===== config.mk =====
export PLATFORM = sky130hd
export DESIGN_NAME = dcsw_word_ctrl
export DESIGN_NICKNAME = d
export VERILOG_FILES = /design/src/dcsw_pkg.sv /design/src/dcsw_word_ctrl.sv /design/src/dcsw_edge_det.sv
export VERILOG_INCLUDE_DIRS = /design/src
export SDC_FILE = /design/constraint.sdc
export NUM_CORES = 1
export LEC_CHECK = 0
export BUFFER_PORTS_ARGS = -buffer_cell sky130_fd_sc_hd__buf_2
export CAP_MARGIN = 20
export CELL_PAD_IN_SITES_DETAIL_PLACEMENT = 0
export CELL_PAD_IN_SITES_GLOBAL_PLACEMENT = 1
export CORE_MARGIN = 2
export CORE_UTILIZATION = 35
export DETAILED_ROUTE_END_ITERATION = 7
export PLACE_DENSITY_LB_ADDON = 0.1
export RECOVER_POWER = 25
export SETUP_SLACK_MARGIN = 0.15
export SYNTH_ARGS = -nofsm -noshare
export SYNTH_HDL_FRONTEND = slang
export SYNTH_SLANG_ARGS = --single-unit

===== constraint.sdc =====
create_clock -name clk_sys_i -period 2.05 [get_ports clk_sys_i]
set_input_delay 0.205 -clock clk_sys_i [delete_from_list [all_inputs] [get_ports clk_sys_i]]
set_output_delay 0.205 -clock clk_sys_i [all_outputs]
set_load 0.01 [all_outputs]

===== src/dcsw_defs.svh =====
// constants for the drive command/condition word block
`ifndef DCSW_DEFS_SVH
`define DCSW_DEFS_SVH
// command word bit positions
`define DCSW_CMD_PRESET_LSB   0
`define DCSW_CMD_PRESET_MSB   1
`define DCSW_CMD_RAMP_NBRAKE  2
`define DCSW_CMD_NCOAST       3
`define DCSW_CMD_NQSTOP       4
`define DCSW_CMD_NFREEZE      5
`define DCSW_CMD_START        6
`define DCSW_CMD_RESET        7
`define DCSW_CMD_JOG          8
`define DCSW_CMD_RAMP2        9
`define DCSW_CMD_VALID        10
`define DCSW_CMD_RELAY1       11
`define DCSW_CMD_RELAY2       12
`define DCSW_CMD_SETUP_LSB    13
`define DCSW_CMD_SETUP_MSB    14
`define DCSW_CMD_REVERSE      15
// condition word bit positions
`define DCSW_STS_CTRL_RDY     0
`define DCSW_STS_DRV_RDY      1
`define DCSW_STS_ENABLE       2
`define DCSW_STS_TRIP         3
`define DCSW_STS_ERROR        4
`define DCSW_STS_TRIPLOCK     6
`define DCSW_STS_WARNING      7
`define DCSW_STS_AT_SPEED     8
`define DCSW_STS_BUS_CTRL     9
`define DCSW_STS_FREQ_OK      10
`define DCSW_STS_IN_OP        11
`define DCSW_STS_AUTO_STOP    12
`define DCSW_STS_VOLT_EXC     13
`define DCSW_STS_TORQ_EXC     14
`define DCSW_STS_TIMER_EXC    15
// reset values
`define DCSW_CMD_RESET_VAL    16'h0000
`define DCSW_STS_RESET_VAL    16'h0000
// relative scaling: 100 % of reference
`define DCSW_REF_FULL_SCALE   16'h4000
`endif


===== src/dcsw_pkg.sv =====
// types for the drive command/condition word block
package dcsw_pkg;
    // stop action chosen from the command word
    typedef enum logic [2:0] {
        DCSW_STOP_NONE,
        DCSW_STOP_COAST,
        DCSW_STOP_BRAKE,
        DCSW_STOP_QUICK,
        DCSW_STOP_RAMP
    } dcsw_stop_t;
endpackage : dcsw_pkg


===== src/dcsw_word_ctrl.sv =====
// decoder of the drive command word and encoder of the drive condition word
//
// Overview of operation
// [RULE1] bit 02 low: DC brake and stop
// [RULE2] bit 03 low: output off, motor coasts
// [RULE3] bit 04 low: quick stop ramp down
// [RULE4] bit 05 low: freeze; only coast/brake stop
// [RULE5] bit 06 low: ramp stop; high permits start
// [RULE6] trip reset only on bit 07 rise
// [RULE7] bit 08 high: run at jog speed
// [RULE8] bit 09 selects ramp set 1 or 2
// [RULE9] bit 10 low: ignore whole command word
// [RULE10] bits 11/12 drive relays when selected
// [RULE11] bits 14:13 choose set-up when multi-set-up
// [RULE12] bit 15 reverses when serial source selected
// [RULE13] status 00 controls ready, 01 drive ready
// [RULE14] status 02 low while motor released
// [RULE15] status 03 trip, 04 error, 06 triplock
// [RULE16] status 07 warning, 13-15 limit flags
// [RULE17] status 08 speed equals reference
// [RULE18] status 09 bus control possible
// [RULE19] status 10 frequency within limits, 11 running
// [RULE20] status 12 over-temperature stop, auto restart
// [RULE21] link lost forces condition word zero
// [RULE22] speed words signed, 16384 is 100%
// [RULE23] bits 01:00 choose preset reference
`timescale 1ns/1ps
`default_nettype none
`include "dcsw_defs.svh"
module dcsw_word_ctrl
    import dcsw_pkg::*;
#(
    parameter int WORD_W = 16
)
(
    // clock and reset
    input  wire logic              clk_sys_i,
    input  wire logic              reset_i,
    // received telegram words
    input  wire logic              cmd_strobe_i,      // new command word present
    input  wire logic [WORD_W-1:0] drive_command_word_i,
    input  wire logic [WORD_W-1:0] speed_ref_i,       // signed relative reference
    // configuration selections
    input  wire logic              relay1_sel_cmd_i,  // relay 1 follows bit 11
    input  wire logic              relay2_sel_cmd_i,  // relay 2 follows bit 12
    input  wire logic              multi_setup_i,     // multi set-up operation
    input  wire logic              reverse_sel_bus_i, // reversing source includes bus
    // drive state inputs
    input  wire logic              link_ok_i,
    input  wire logic              ctrl_ready_i,
    input  wire logic              drive_ready_i,
    input  wire logic              trip_i,
    input  wire logic              error_i,
    input  wire logic              triplock_i,
    input  wire logic              warning_i,
    input  wire logic              local_mode_i,      // local stop or local site
    input  wire logic              speed_lim_hit_i,
    input  wire logic              overtemp_stop_i,
    input  wire logic              volt_exc_i,
    input  wire logic              torq_exc_i,
    input  wire logic              timer_exc_i,
    input  wire logic              start_sig_i,       // start from other sources
    input  wire logic [WORD_W-1:0] actual_output_frequency_value_i,
    // motor control outputs
    output var  logic              dc_brake_o,
    output var  logic              coast_o,
    output var  logic              quick_stop_o,
    output var  logic              freeze_o,
    output var  logic              run_o,
    output var  logic              jog_o,
    output var  logic              ramp2_o,
    output var  logic              reverse_o,
    output var  logic [1:0]        preset_sel_o,
    output var  logic [1:0]        setup_sel_o,
    output var  logic              relay1_o,
    output var  logic              relay2_o,
    output var  logic              trip_reset_o,      // one-cycle pulse
    output var  logic [WORD_W-1:0] speed_ref_o,
    // returned words
    output var  logic [WORD_W-1:0] drive_condition_word_o,
    output var  logic [WORD_W-1:0] actual_output_frequency_value_o
);
    // ------------------------------------------------------------------
    // state
    // ------------------------------------------------------------------
    typedef struct packed {
        logic [WORD_W-1:0] cmd;     // last accepted command word
        logic [WORD_W-1:0] spd_ref; // last accepted speed reference
        logic [WORD_W-1:0] sts;     // condition word
        logic [WORD_W-1:0] freq_back; // returned frequency
        logic              brake;
        logic              coast;
        logic              qstop;
        logic              freeze;
        logic              run;
        logic              relay1;
        logic              relay2;
        logic              reverse;
        logic [1:0]        setup;
    } dcsw_st_t;

    dcsw_st_t   st_q;
    dcsw_st_t   st_d;
    dcsw_stop_t stop_sel;   // winning stop action
    logic       accept;     // command word is valid and bus may control
    logic       rst_pulse;  // reset edge from detector
    logic [WORD_W-1:0] c;   // alias for incoming command

    assign c      = drive_command_word_i;
    // bus control refused in local mode; data-valid gates the word
    assign accept = cmd_strobe_i & c[`DCSW_CMD_VALID] & ~local_mode_i; // [RULE9] [RULE18]

    // ------------------------------------------------------------------
    // reset edge detection
    // ------------------------------------------------------------------
    dcsw_edge_det u_rst_edge
    (
        .clk_sys_i (clk_sys_i),
        .reset_i   (reset_i),
        .level_i   (c[`DCSW_CMD_RESET]),
        .sample_i  (accept),
        .rise_o    (rst_pulse)          // [RULE6]
    );

    // ------------------------------------------------------------------
    // stop priority from the held command word
    // ------------------------------------------------------------------
    always_comb
    begin
        stop_sel = DCSW_STOP_NONE;
        if (!st_q.cmd[`DCSW_CMD_NCOAST])
            stop_sel = DCSW_STOP_COAST;                  // [RULE2]
        else if (!st_q.cmd[`DCSW_CMD_RAMP_NBRAKE])
            stop_sel = DCSW_STOP_BRAKE;                  // [RULE1]
        else if (!st_q.cmd[`DCSW_CMD_NFREEZE])
            stop_sel = DCSW_STOP_NONE;                   // [RULE4]
        else if (!st_q.cmd[`DCSW_CMD_NQSTOP])
            stop_sel = DCSW_STOP_QUICK;                  // [RULE3]
        else if (!st_q.cmd[`DCSW_CMD_START])
            stop_sel = DCSW_STOP_RAMP;                   // [RULE5]
    end

    // ------------------------------------------------------------------
    // next state
    // ------------------------------------------------------------------
    always_comb
    begin
        st_d = st_q;
        // latch only valid words; otherwise hold previous command
        if (accept)
        begin
            st_d.cmd = c;                                // [RULE9]
            st_d.spd_ref = speed_ref_i;                  // [RULE22]
        end
        // decoded actions
        st_d.coast  = (stop_sel == DCSW_STOP_COAST);
        st_d.brake  = (stop_sel == DCSW_STOP_BRAKE);
        st_d.qstop  = (stop_sel == DCSW_STOP_QUICK);
        // freeze holds unless coast or brake override it
        st_d.freeze = ~st_q.cmd[`DCSW_CMD_NFREEZE] & ~st_d.coast & ~st_d.brake; // [RULE4]
        st_d.run    = (stop_sel == DCSW_STOP_NONE) & st_q.cmd[`DCSW_CMD_START]
                      & ~trip_i & ~triplock_i;           // [RULE2] [RULE5]
        st_d.relay1 = relay1_sel_cmd_i & st_q.cmd[`DCSW_CMD_RELAY1]; // [RULE10]
        st_d.relay2 = relay2_sel_cmd_i & st_q.cmd[`DCSW_CMD_RELAY2]; // [RULE10]
        st_d.reverse = reverse_sel_bus_i & st_q.cmd[`DCSW_CMD_REVERSE]; // [RULE12]
        if (multi_setup_i)
            st_d.setup = st_q.cmd[`DCSW_CMD_SETUP_MSB:`DCSW_CMD_SETUP_LSB]; // [RULE11]
        else
            st_d.setup = 2'h0;
        // condition word, each bit but 05 from its source; bit 05 stays at its reset value
        st_d.sts = `DCSW_STS_RESET_VAL;
        st_d.sts[`DCSW_STS_CTRL_RDY]  = ctrl_ready_i & ~trip_i;     // [RULE13]
        st_d.sts[`DCSW_STS_DRV_RDY]   = drive_ready_i;              // [RULE13]
        st_d.sts[`DCSW_STS_ENABLE]    = ~st_q.coast & st_q.cmd[`DCSW_CMD_NCOAST]; // [RULE14]
        st_d.sts[`DCSW_STS_TRIP]      = trip_i;                     // [RULE15]
        st_d.sts[`DCSW_STS_ERROR]     = error_i;                    // [RULE15]
        st_d.sts[`DCSW_STS_TRIPLOCK]  = triplock_i;                 // [RULE15]
        st_d.sts[`DCSW_STS_WARNING]   = warning_i;                  // [RULE16]
        st_d.sts[`DCSW_STS_AT_SPEED]  = (actual_output_frequency_value_i == st_q.spd_ref); // [RULE17]
        st_d.sts[`DCSW_STS_BUS_CTRL]  = ~local_mode_i;              // [RULE18]
        st_d.sts[`DCSW_STS_FREQ_OK]   = ~speed_lim_hit_i;           // [RULE19]
        st_d.sts[`DCSW_STS_IN_OP]     = start_sig_i | st_q.run
                                        | (actual_output_frequency_value_i != '0); // [RULE19]
        st_d.sts[`DCSW_STS_AUTO_STOP] = overtemp_stop_i;            // [RULE20]
        st_d.sts[`DCSW_STS_VOLT_EXC]  = volt_exc_i;                 // [RULE16]
        st_d.sts[`DCSW_STS_TORQ_EXC]  = torq_exc_i;                 // [RULE16]
        st_d.sts[`DCSW_STS_TIMER_EXC] = timer_exc_i;                // [RULE16]
        st_d.freq_back = actual_output_frequency_value_i;           // [RULE22]
        // lost link blanks the whole condition word
        if (!link_ok_i)
            st_d.sts = `DCSW_STS_RESET_VAL;                         // [RULE21]
    end

    // ------------------------------------------------------------------
    // register
    // ------------------------------------------------------------------
    always_ff @(posedge clk_sys_i)
    begin
        if (reset_i)
        begin
            st_q       <= '0;
            st_q.cmd   <= `DCSW_CMD_RESET_VAL; // all stop bits active
        end
        else
            st_q <= st_d;
    end

    // ------------------------------------------------------------------
    // outputs, straight from flip-flops
    // ------------------------------------------------------------------
    assign dc_brake_o      = st_q.brake;
    assign coast_o         = st_q.coast;
    assign quick_stop_o    = st_q.qstop;
    assign freeze_o        = st_q.freeze;
    assign run_o           = st_q.run;
    assign jog_o           = st_q.cmd[`DCSW_CMD_JOG];         // [RULE7]
    assign ramp2_o         = st_q.cmd[`DCSW_CMD_RAMP2];       // [RULE8]
    assign reverse_o       = st_q.reverse;
    assign preset_sel_o    = st_q.cmd[`DCSW_CMD_PRESET_MSB:`DCSW_CMD_PRESET_LSB]; // [RULE23]
    assign setup_sel_o     = st_q.setup;
    assign relay1_o        = st_q.relay1;
    assign relay2_o        = st_q.relay2;
    assign trip_reset_o    = rst_pulse;
    assign speed_ref_o     = st_q.spd_ref;
    assign drive_condition_word_o          = st_q.sts;
    assign actual_output_frequency_value_o = st_q.freq_back;
endmodule : dcsw_word_ctrl
`default_nettype wire


===== src/dcsw_edge_det.sv =====
// rising edge detector for the fault reset request
`timescale 1ns/1ps
`default_nettype none
module dcsw_edge_det
(
    // clock and reset
    input  wire logic clk_sys_i,
    input  wire logic reset_i,
    // sampled level and its qualifier
    input  wire logic level_i,
    input  wire logic sample_i,
    // one-cycle pulse on a 0-to-1 change
    output var  logic rise_o
);
    // ------------------------------------------------------------------
    // state
    // ------------------------------------------------------------------
    typedef struct packed {
        logic last;   // level seen at the last sample
        logic rise;   // pulse register
    } dcsw_edge_st_t;

    dcsw_edge_st_t st_q;
    dcsw_edge_st_t st_d;

    // next state: only accepted samples move the history
    always_comb
    begin
        st_d      = st_q;
        st_d.rise = 1'b0;
        if (sample_i)
        begin
            st_d.rise = level_i & ~st_q.last; // [RULE6]
            st_d.last = level_i;
        end
    end

    // register
    always_ff @(posedge clk_sys_i)
    begin
        if (reset_i)
            st_q <= '0;
        else
            st_q <= st_d;
    end

    assign rise_o = st_q.rise;
endmodule : dcsw_edge_det
`default_nettype wire


==> results.txt, run 1 <==
outcome = finished clean
CTS Buf Count = 9
Post-Syn Area = 2830 sq um
PwrDens = 840 nW/um^2
final setup fails = 0
asr flop ratio synth = 0%
row cnt = 32
largest net degree at the start of global routing = 37
Vias/cell = 4.22
layout filler cell count = 835
most frequent cell after synthesis = dfxtp_1
overall power = 2.84 mW
Ports = 132
Lkg Pwr = 1.60 nW
number of flops mapped to enable cells by yosys = 0
area leader, netlist = dfxtp_1
maximum vdd ir drop = 0.000302 V
Hold WC Path Type = input port to flip-flop
post-detail-place hpwl = 4670 um
post-route clock period utilization = 65.2%
residual DRC count = 0
crit path cell chain = buf_2 -> nand2_1 -> or2_0 -> buf_4 -> nand2_1 -> a21oi_1
final setup TNS = 0 ns
Skew-Pair Late Insertion Delay = 0.34 ns
die width = 93.9 um
crit path DAT = 1.60 ns
initial core utilization = 36.4%
Worst path slowest cell = or2_0
hold buffers post-CTS = 0
synth cell count leaders = dfxtp_1 (73), nand2_1 (66), buf_4 (52)
initial antenna violation count = 0
Slew @ Worst Pin = 1.01 ns
synth top area cells = dfxtp_1 (52%), buf_4 (14%), nand2_1 (8.8%)
crit-path max cell delay = 0.63 ns
Synth Flop Type = dfxtp_1
clock transition at the registers of the reported paths = 0.07 ns
Util after Layout = 43.5%
library cells used by synthesis = 26
ANT nets after route = 0
final WL = 6250 um
Post-CTS Resized = 0
GRT Util Overall = 14.5%
vias in the first global route = 1954
worst clock skew = 0.00719 ns
DR WL/cell = 12.6 um
H-tree levels = 3
Slew headroom = 32.6%
Vias = 2102
Final Critical Period = 1.34 ns
syn nets = 381
Worst path most repeated cell = nand2_1
Req. time, crit path = 2.32 ns
clk sinks = 73
CP Launch Type = input port
final net count = 460
core box area = 7770 sq um
drt first pass iters = 4
Synth Register Bits = 73
post-route setup slack = 0.713 ns
Port Buf Inserts = 130
Die Footprint = 8810 sq um
drt initial violations = 67
top cell type's share of synthesized area = 51.7%
pre-CTS setup slack = 0.586 ns
sequential fraction of the synthesis area = 51.7%
Cells after Synth = 312
largest fanout on the critical path = 19
Max Cap Viol = 0
CTS root buf = clkbuf_8
count of final hold-check violations = 0
RSZ-0062 raised after global routing = false
global route overflow = 0
share of cells above drive strength 1 = 38.1%
CTS tree = built
synth warn = 0
CTS Buffer Depth = 2
Area growth syn-to-layout = 19.6%
worst hold margin = 0.0186 ns
GP Congestion = 0.767
ant diodes = 0
f_max = 748 MHz
global-route wire length before repair = 9600 um
postcts setup bufs = 0
syn_area_per_cell = 9.06 sq um
final max-slew violation count = 0
Die Y-Extent = 93.9 um
critical path class = input port to flip-flop
Crit. End Element = flip-flop
## cells in the final DEF (no fill, tap or decap), drive strengths merged
cell and instances:
buf 132, dfxtp 73, nand2 66, a21oi 31, nor2b 17, xor2 16, clkbuf 11, nor2 9
and2 9, nor4 7, nor3b 4, nand2b 2, and3b 2, nor3 2, clkinvlp 2, inv 2
clkinv 2, or2 1, nand3b 1, a2111oi 1, nor4b 1, or4 1, nand3 1, nand4 1
conb 1, bufinv 1
## report_power, final
group	switching, mW	leakage, nW	internal [mW]
combinational	0.131	0.906	0.118
sequential	0.0232	0.597	1.47
clock	0.534	0.0929	0.566
total	0.688	1.60	2.15
## sequential cells by signal, indices dropped and copies added (netlist names)
name / flops
actual_output_frequency_value_o: 16
coast_o: 1
dc_brake_o: 1
drive_condition_word_o: 15
freeze_o: 1
jog_o: 1
preset_sel_o: 2
quick_stop_o: 1
ramp2_o: 1
relay1_o: 1
relay2_o: 1
reverse_o: 1
run_o: 1
setup_sel_o: 2
speed_ref_o: 16
st_q: 11
u_rst_edge.rise_o: 1
## final timing paths
path	slack (ns)	cells past startpoint	to	from
worst max-delay path	0.71	6	speed_ref_o[15]$_SDFFE_PP0P_	cmd_strobe_i
worst min-delay path	0.02	2	drive_condition_word_o[10]$_SDFF_PP0_	speed_lim_hit_i
worst max register to register	0.85	4	drive_condition_word_o[8]$_SDFF_PP0_	speed_ref_o[15]$_SDFFE_PP0P_
worst min register to register	0.42	1	u_rst_edge.rise_o$_SDFF_PP0_	st_q[65]$_SDFFE_PP0P_
## through the flow
| step | instance area (sq um) | instances |
|---|---|---|
| floorplan | 2830 | 312 |
| global placement | 3190 | 482 |
| detailed placement | 3190 | 482 |
| CTS | 3380 | 498 |
| finish | 3380 | 498 |
| global route | 3380 | 498 |
## per-layer routing
layer  GRT usage, %  vias up  part of all wire, %
li1               -     1100                    -
met2           21.9       80                   46
met1           18.4      916                   45
met5              0        -                    0
met4           6.88        0                  1.4
met3           4.98        6                  8.5
## cells by family after synthesis
family / Yosys count / share of synthesized area, %
and+or+nand+nor: 124 / 21.6
DFF: 73 / 51.7
buffers and inverters: 66 / 15.8
AOI/OAI and AO/OA: 32 / 5.80
xor gates and xnor gates: 16 / 4.96
other: 1 / 0.133
## layout make-up
cell class	count	area (sq um)	share of cell area, %
inverters	1	3.75	0.111
well taps	102	128	3.77
clock buffers	10	128	3.77
clock inverters	6	67.6	2.00
repair buffers	133	672	19.9
flip-flops and latches	73	1460	43.2
multi-input cells	173	922	27.3
## critical path: cells and delay by family
| family | cells | cell delay [ns] |
|---|---|---|
| compound gates | 1 | 0.14 |
| buf+inv | 2 | 0.45 |
| simple gates | 3 | 0.79 |
(Power assumes the default switching activity.)
==> run 2, diff against run 1 <==
ABC_AREA = 1   (was default)
CORE_UTILIZATION = 29   (was 35)
clock period = 1.2 ns   (was 2.05 ns; I/O delays follow)
==> results.txt, run 2 <==
outcome = finished clean
RSZ-0062 raised after global routing = false
sequential fraction of the synthesis area = 49.4% (-2.3 points)
synth top area cells = dfxtp_1 (49%), buf_4 (13%), nor2_1 (9.0%)
post-detail-place hpwl = 5720 um (+23%)
initial core utilization = 30.1% (-6.3 points)
Worst path slowest cell = dfxtp_1
Buf/Inv on CP = 1 (-1)
most frequent cell after synthesis = dfxtp_1
PwrDens = 1330 nW/um^2 (+59%)
Finished Layout Cells = 621 (+25%)
residual DRC count = 0 (unchanged)
Cells after Synth = 373 (+20%)
# placed instances = 579 (+20%)
Crit. End Element = output port
simple-gate area share of the yosys netlist = 17.0% (-4.6 points)
Area growth syn-to-layout = 30.3%
ANT nets after route = 0 (unchanged)
crit path cell chain = buf_2
die width = 105 um (+12%)
crit-path max cell delay = 0.37 ns (-0.26 ns)
synth cell count leaders = dfxtp_1 (73), nor2_1 (71), buf_4 (52)
Vias = 2503 (+19%)
initial antenna violation count = 0 (unchanged)
synth warn = 0 (unchanged)
post-route clock period utilization = 83.1%
most common library cell in the layout ignoring fill and taps = buf_2
GRT Util Overall = 14.3% (-0.14 points)
DR WL/cell = 12.5 um (about the same)
clock transition at the registers of the reported paths = 0.08 ns (about the same)
CP Launch Type = flip-flop
Hold WC Path Type = input port to flip-flop
library cells used by synthesis = 22 (-15%)
adder-cell area share of the yosys netlist = 0% (unchanged)
Vias/cell = 4.03 (-4.5%)
clk sinks = 73 (unchanged)
vias in the first global route = 2554 (+31%)
asr flop ratio synth = 0% (unchanged)
largest family of logic cells by synthesized area = buffers and inverters
count of final hold-check violations = 0 (unchanged)
Post-Syn Area = 2960 sq um (+4.6%)
ant diodes = 0 (unchanged)
syn nets = 442 (+16%)
DR top layer = met4
largest fanout on the critical path = 3 (-16)
share of cells above drive strength 1 = 34.4% (-3.7 points)
drt first pass iters = 5 (+1)
Multi-input gate area = 856 sq um (-7.2%)
Lkg Pwr = 1.96 nW (+23%)
Die Footprint = 11000 sq um (+25%)
global-route wire length before repair = 12300 um (+28%)
Synth Area in Compound Gates = 10.9% (+5.1 points)
global route overflow = 0 (unchanged)
Req. time, crit path = 1.08 ns (-1.24 ns)
GP Congestion = 0.746 (-2.6%)
number of flops mapped to enable cells by yosys = 0 (unchanged)
met3 WL = 447 um (-16%)
layout filler cell count = 1106 (+32%)
Final Critical Period = 0.997 ns
largest net degree at the start of global routing = 28 (-24%)
mux cell area share after synthesis = 0% (unchanged)
final setup TNS = 0 ns (unchanged)
maximum vdd ir drop = 0.000424 V (+40%)
Register Area = 1470 sq um (+0.34%)
Util after Layout = 39.2% (-4.3 points)
Max Cap Viol = 0 (unchanged)
final net count = 552 (+20%)
Synth Register Bits = 73 (unchanged)
core box area = 9820 sq um (+26%)
postcts setup bufs = 0 (unchanged)
final WL = 7790 um (+25%)
row cnt = 36 (+13%)
Die Y-Extent = 105 um (+12%)
critical path class = flip-flop to output port
worst hold margin = 0.0166 ns (-0.00196 ns)
CTS root buf = clkbuf_8
WL met2 = 3760 um (+32%)
area leader, netlist = dfxtp_1
family with the most delay on the worst path = flip-flops
drt initial violations = 43 (-36%)
Ports = 132 (unchanged)
commonest non-fill, non-tap cells in the layout = buf_2 (129), nor2_1 (70), dfxtp_1 (69)
Synth Area in XOR/XNOR = 0.592% (-4.4 points)
CTS Buffer Depth = 2 (unchanged)
final setup fails = 0 (unchanged)
CTS Buf Count = 9 (unchanged)
Port Buf Inserts = 130 (unchanged)
Skew-Pair Late Insertion Delay = 0.35 ns (about the same)
Synth Flop Type = dfxtp_1
Slew headroom = 58.1% (+26 points)
top cell type's share of synthesized area = 49.4% (-2.3 points)
H-tree levels = 3 (unchanged)
crit path DAT = 0.88 ns (-0.72 ns)
worst clock skew = 0.00736 ns (+0.000167 ns)
WL met1 = 3460 um (+24%)
Slew @ Worst Pin = 0.628 ns (-0.383 ns)
CTS tree = built
final max-slew violation count = 0 (unchanged)
f_max = 1000 MHz
syn_area_per_cell = 7.93 sq um (-13%)
-- run 2: cell count changes after synthesis, moves of 6 or more --
cell / previous run / this run
a21oi_1: 31 / 11
a21oi_2: 0 / 10
and2_1: 9 / 0
clkbuf_1: 10 / 3
inv_1: 1 / 49
nand2_1: 66 / 40
nor2_1: 9 / 71
nor2b_1: 16 / 0
nor4_1: 6 / 0
o21ai_0: 0 / 14
o21ai_1: 0 / 18
xor2_1: 16 / 1
-- run 2: cell families after synthesis --
family | Yosys count
buf+inv | 115
other cells | 1
simple gates | 126
flops | 73
compound gates | 56
xor+xnor | 2
-- run 2: area by class of cell --
class	instances	share of cell area (%)
Clock inverter	5	1.43
Timing Repair Buffer	163	25.4
Tap cell	133	4.32
Multi-Input combinational cell	185	22.2
Clock buffer	11	3.67
Sequential cell	73	38.1
Inverter	51	4.97
-- run 2: layer usage --
metal / track usage [%] / vias up
li1: - / 1304
met5: 0 / -
met4: 5.52 / 0
met2: 23.9 / 77
met1: 17.5 / 1111
met3: 3.81 / 11
-- run 2: path summary, 6_finish.rpt --
kind | slack [ns] | startpoint | depth (start not counted) | end
min reg2reg | 0.42 | st_q[69]$_SDFFE_PP0P_ | 2 | relay1_o$_SDFF_PP0_
max reg2reg | 0.22 | run_o$_SDFF_PP0_ | 4 | drive_condition_word_o[11]$_SDFF_PP0_
max | 0.20 | speed_ref_o[8]$_SDFFE_PP0P_ | 1 | speed_ref_o[8]
min | 0.02 | multi_setup_i | 3 | setup_sel_o[1]$_SDFF_PP0_
-- run 2: through the flow --
| stage | setup WS (ns) | instance area (sq um) | power, mW |
|---|---|---|---|
| after floorplan | 0.376 | 2960 | 3.02 |
| after global placement | 0.0544 | 3390 | 3.21 |
| after detailed placement | 0.0431 | 3390 | 3.21 |
| after CTS | 0.160 | 3860 | 5.24 |
| after global routing | 0.126 | 3850 | 5.42 |
| final | 0.203 | 3850 | 5.14 |
-- run 2: power by group --
| group | switching (mW) | internal [mW] | total (mW) | leakage (nW) |
|---|---|---|---|---|
| registers | 0.0426 | 2.53 | 2.57 | 0.601 |
| logic | 0.335 | 0.294 | 0.629 | 1.27 |
| clock network | 0.932 | 1.01 | 1.94 | 0.0953 |
| total | 1.31 | 3.83 | 5.14 | 1.96 |
-- run 2: repair_timing --
item,4_1_cts,5_1_grt
endpoints found under the hold margin,26,0
hold buffers,26,0
gates resized for setup,3,4
pin swaps,1,0
endpoints found under the setup margin,1,1
-- run 2: worst register-to-register path: stages (launching register included) --
cell	delay, ns
dfxtp_1	0.32
nor2_2	0.13
nand3_2	0.09
nor3_2	0.24
a21oi_1	0.09
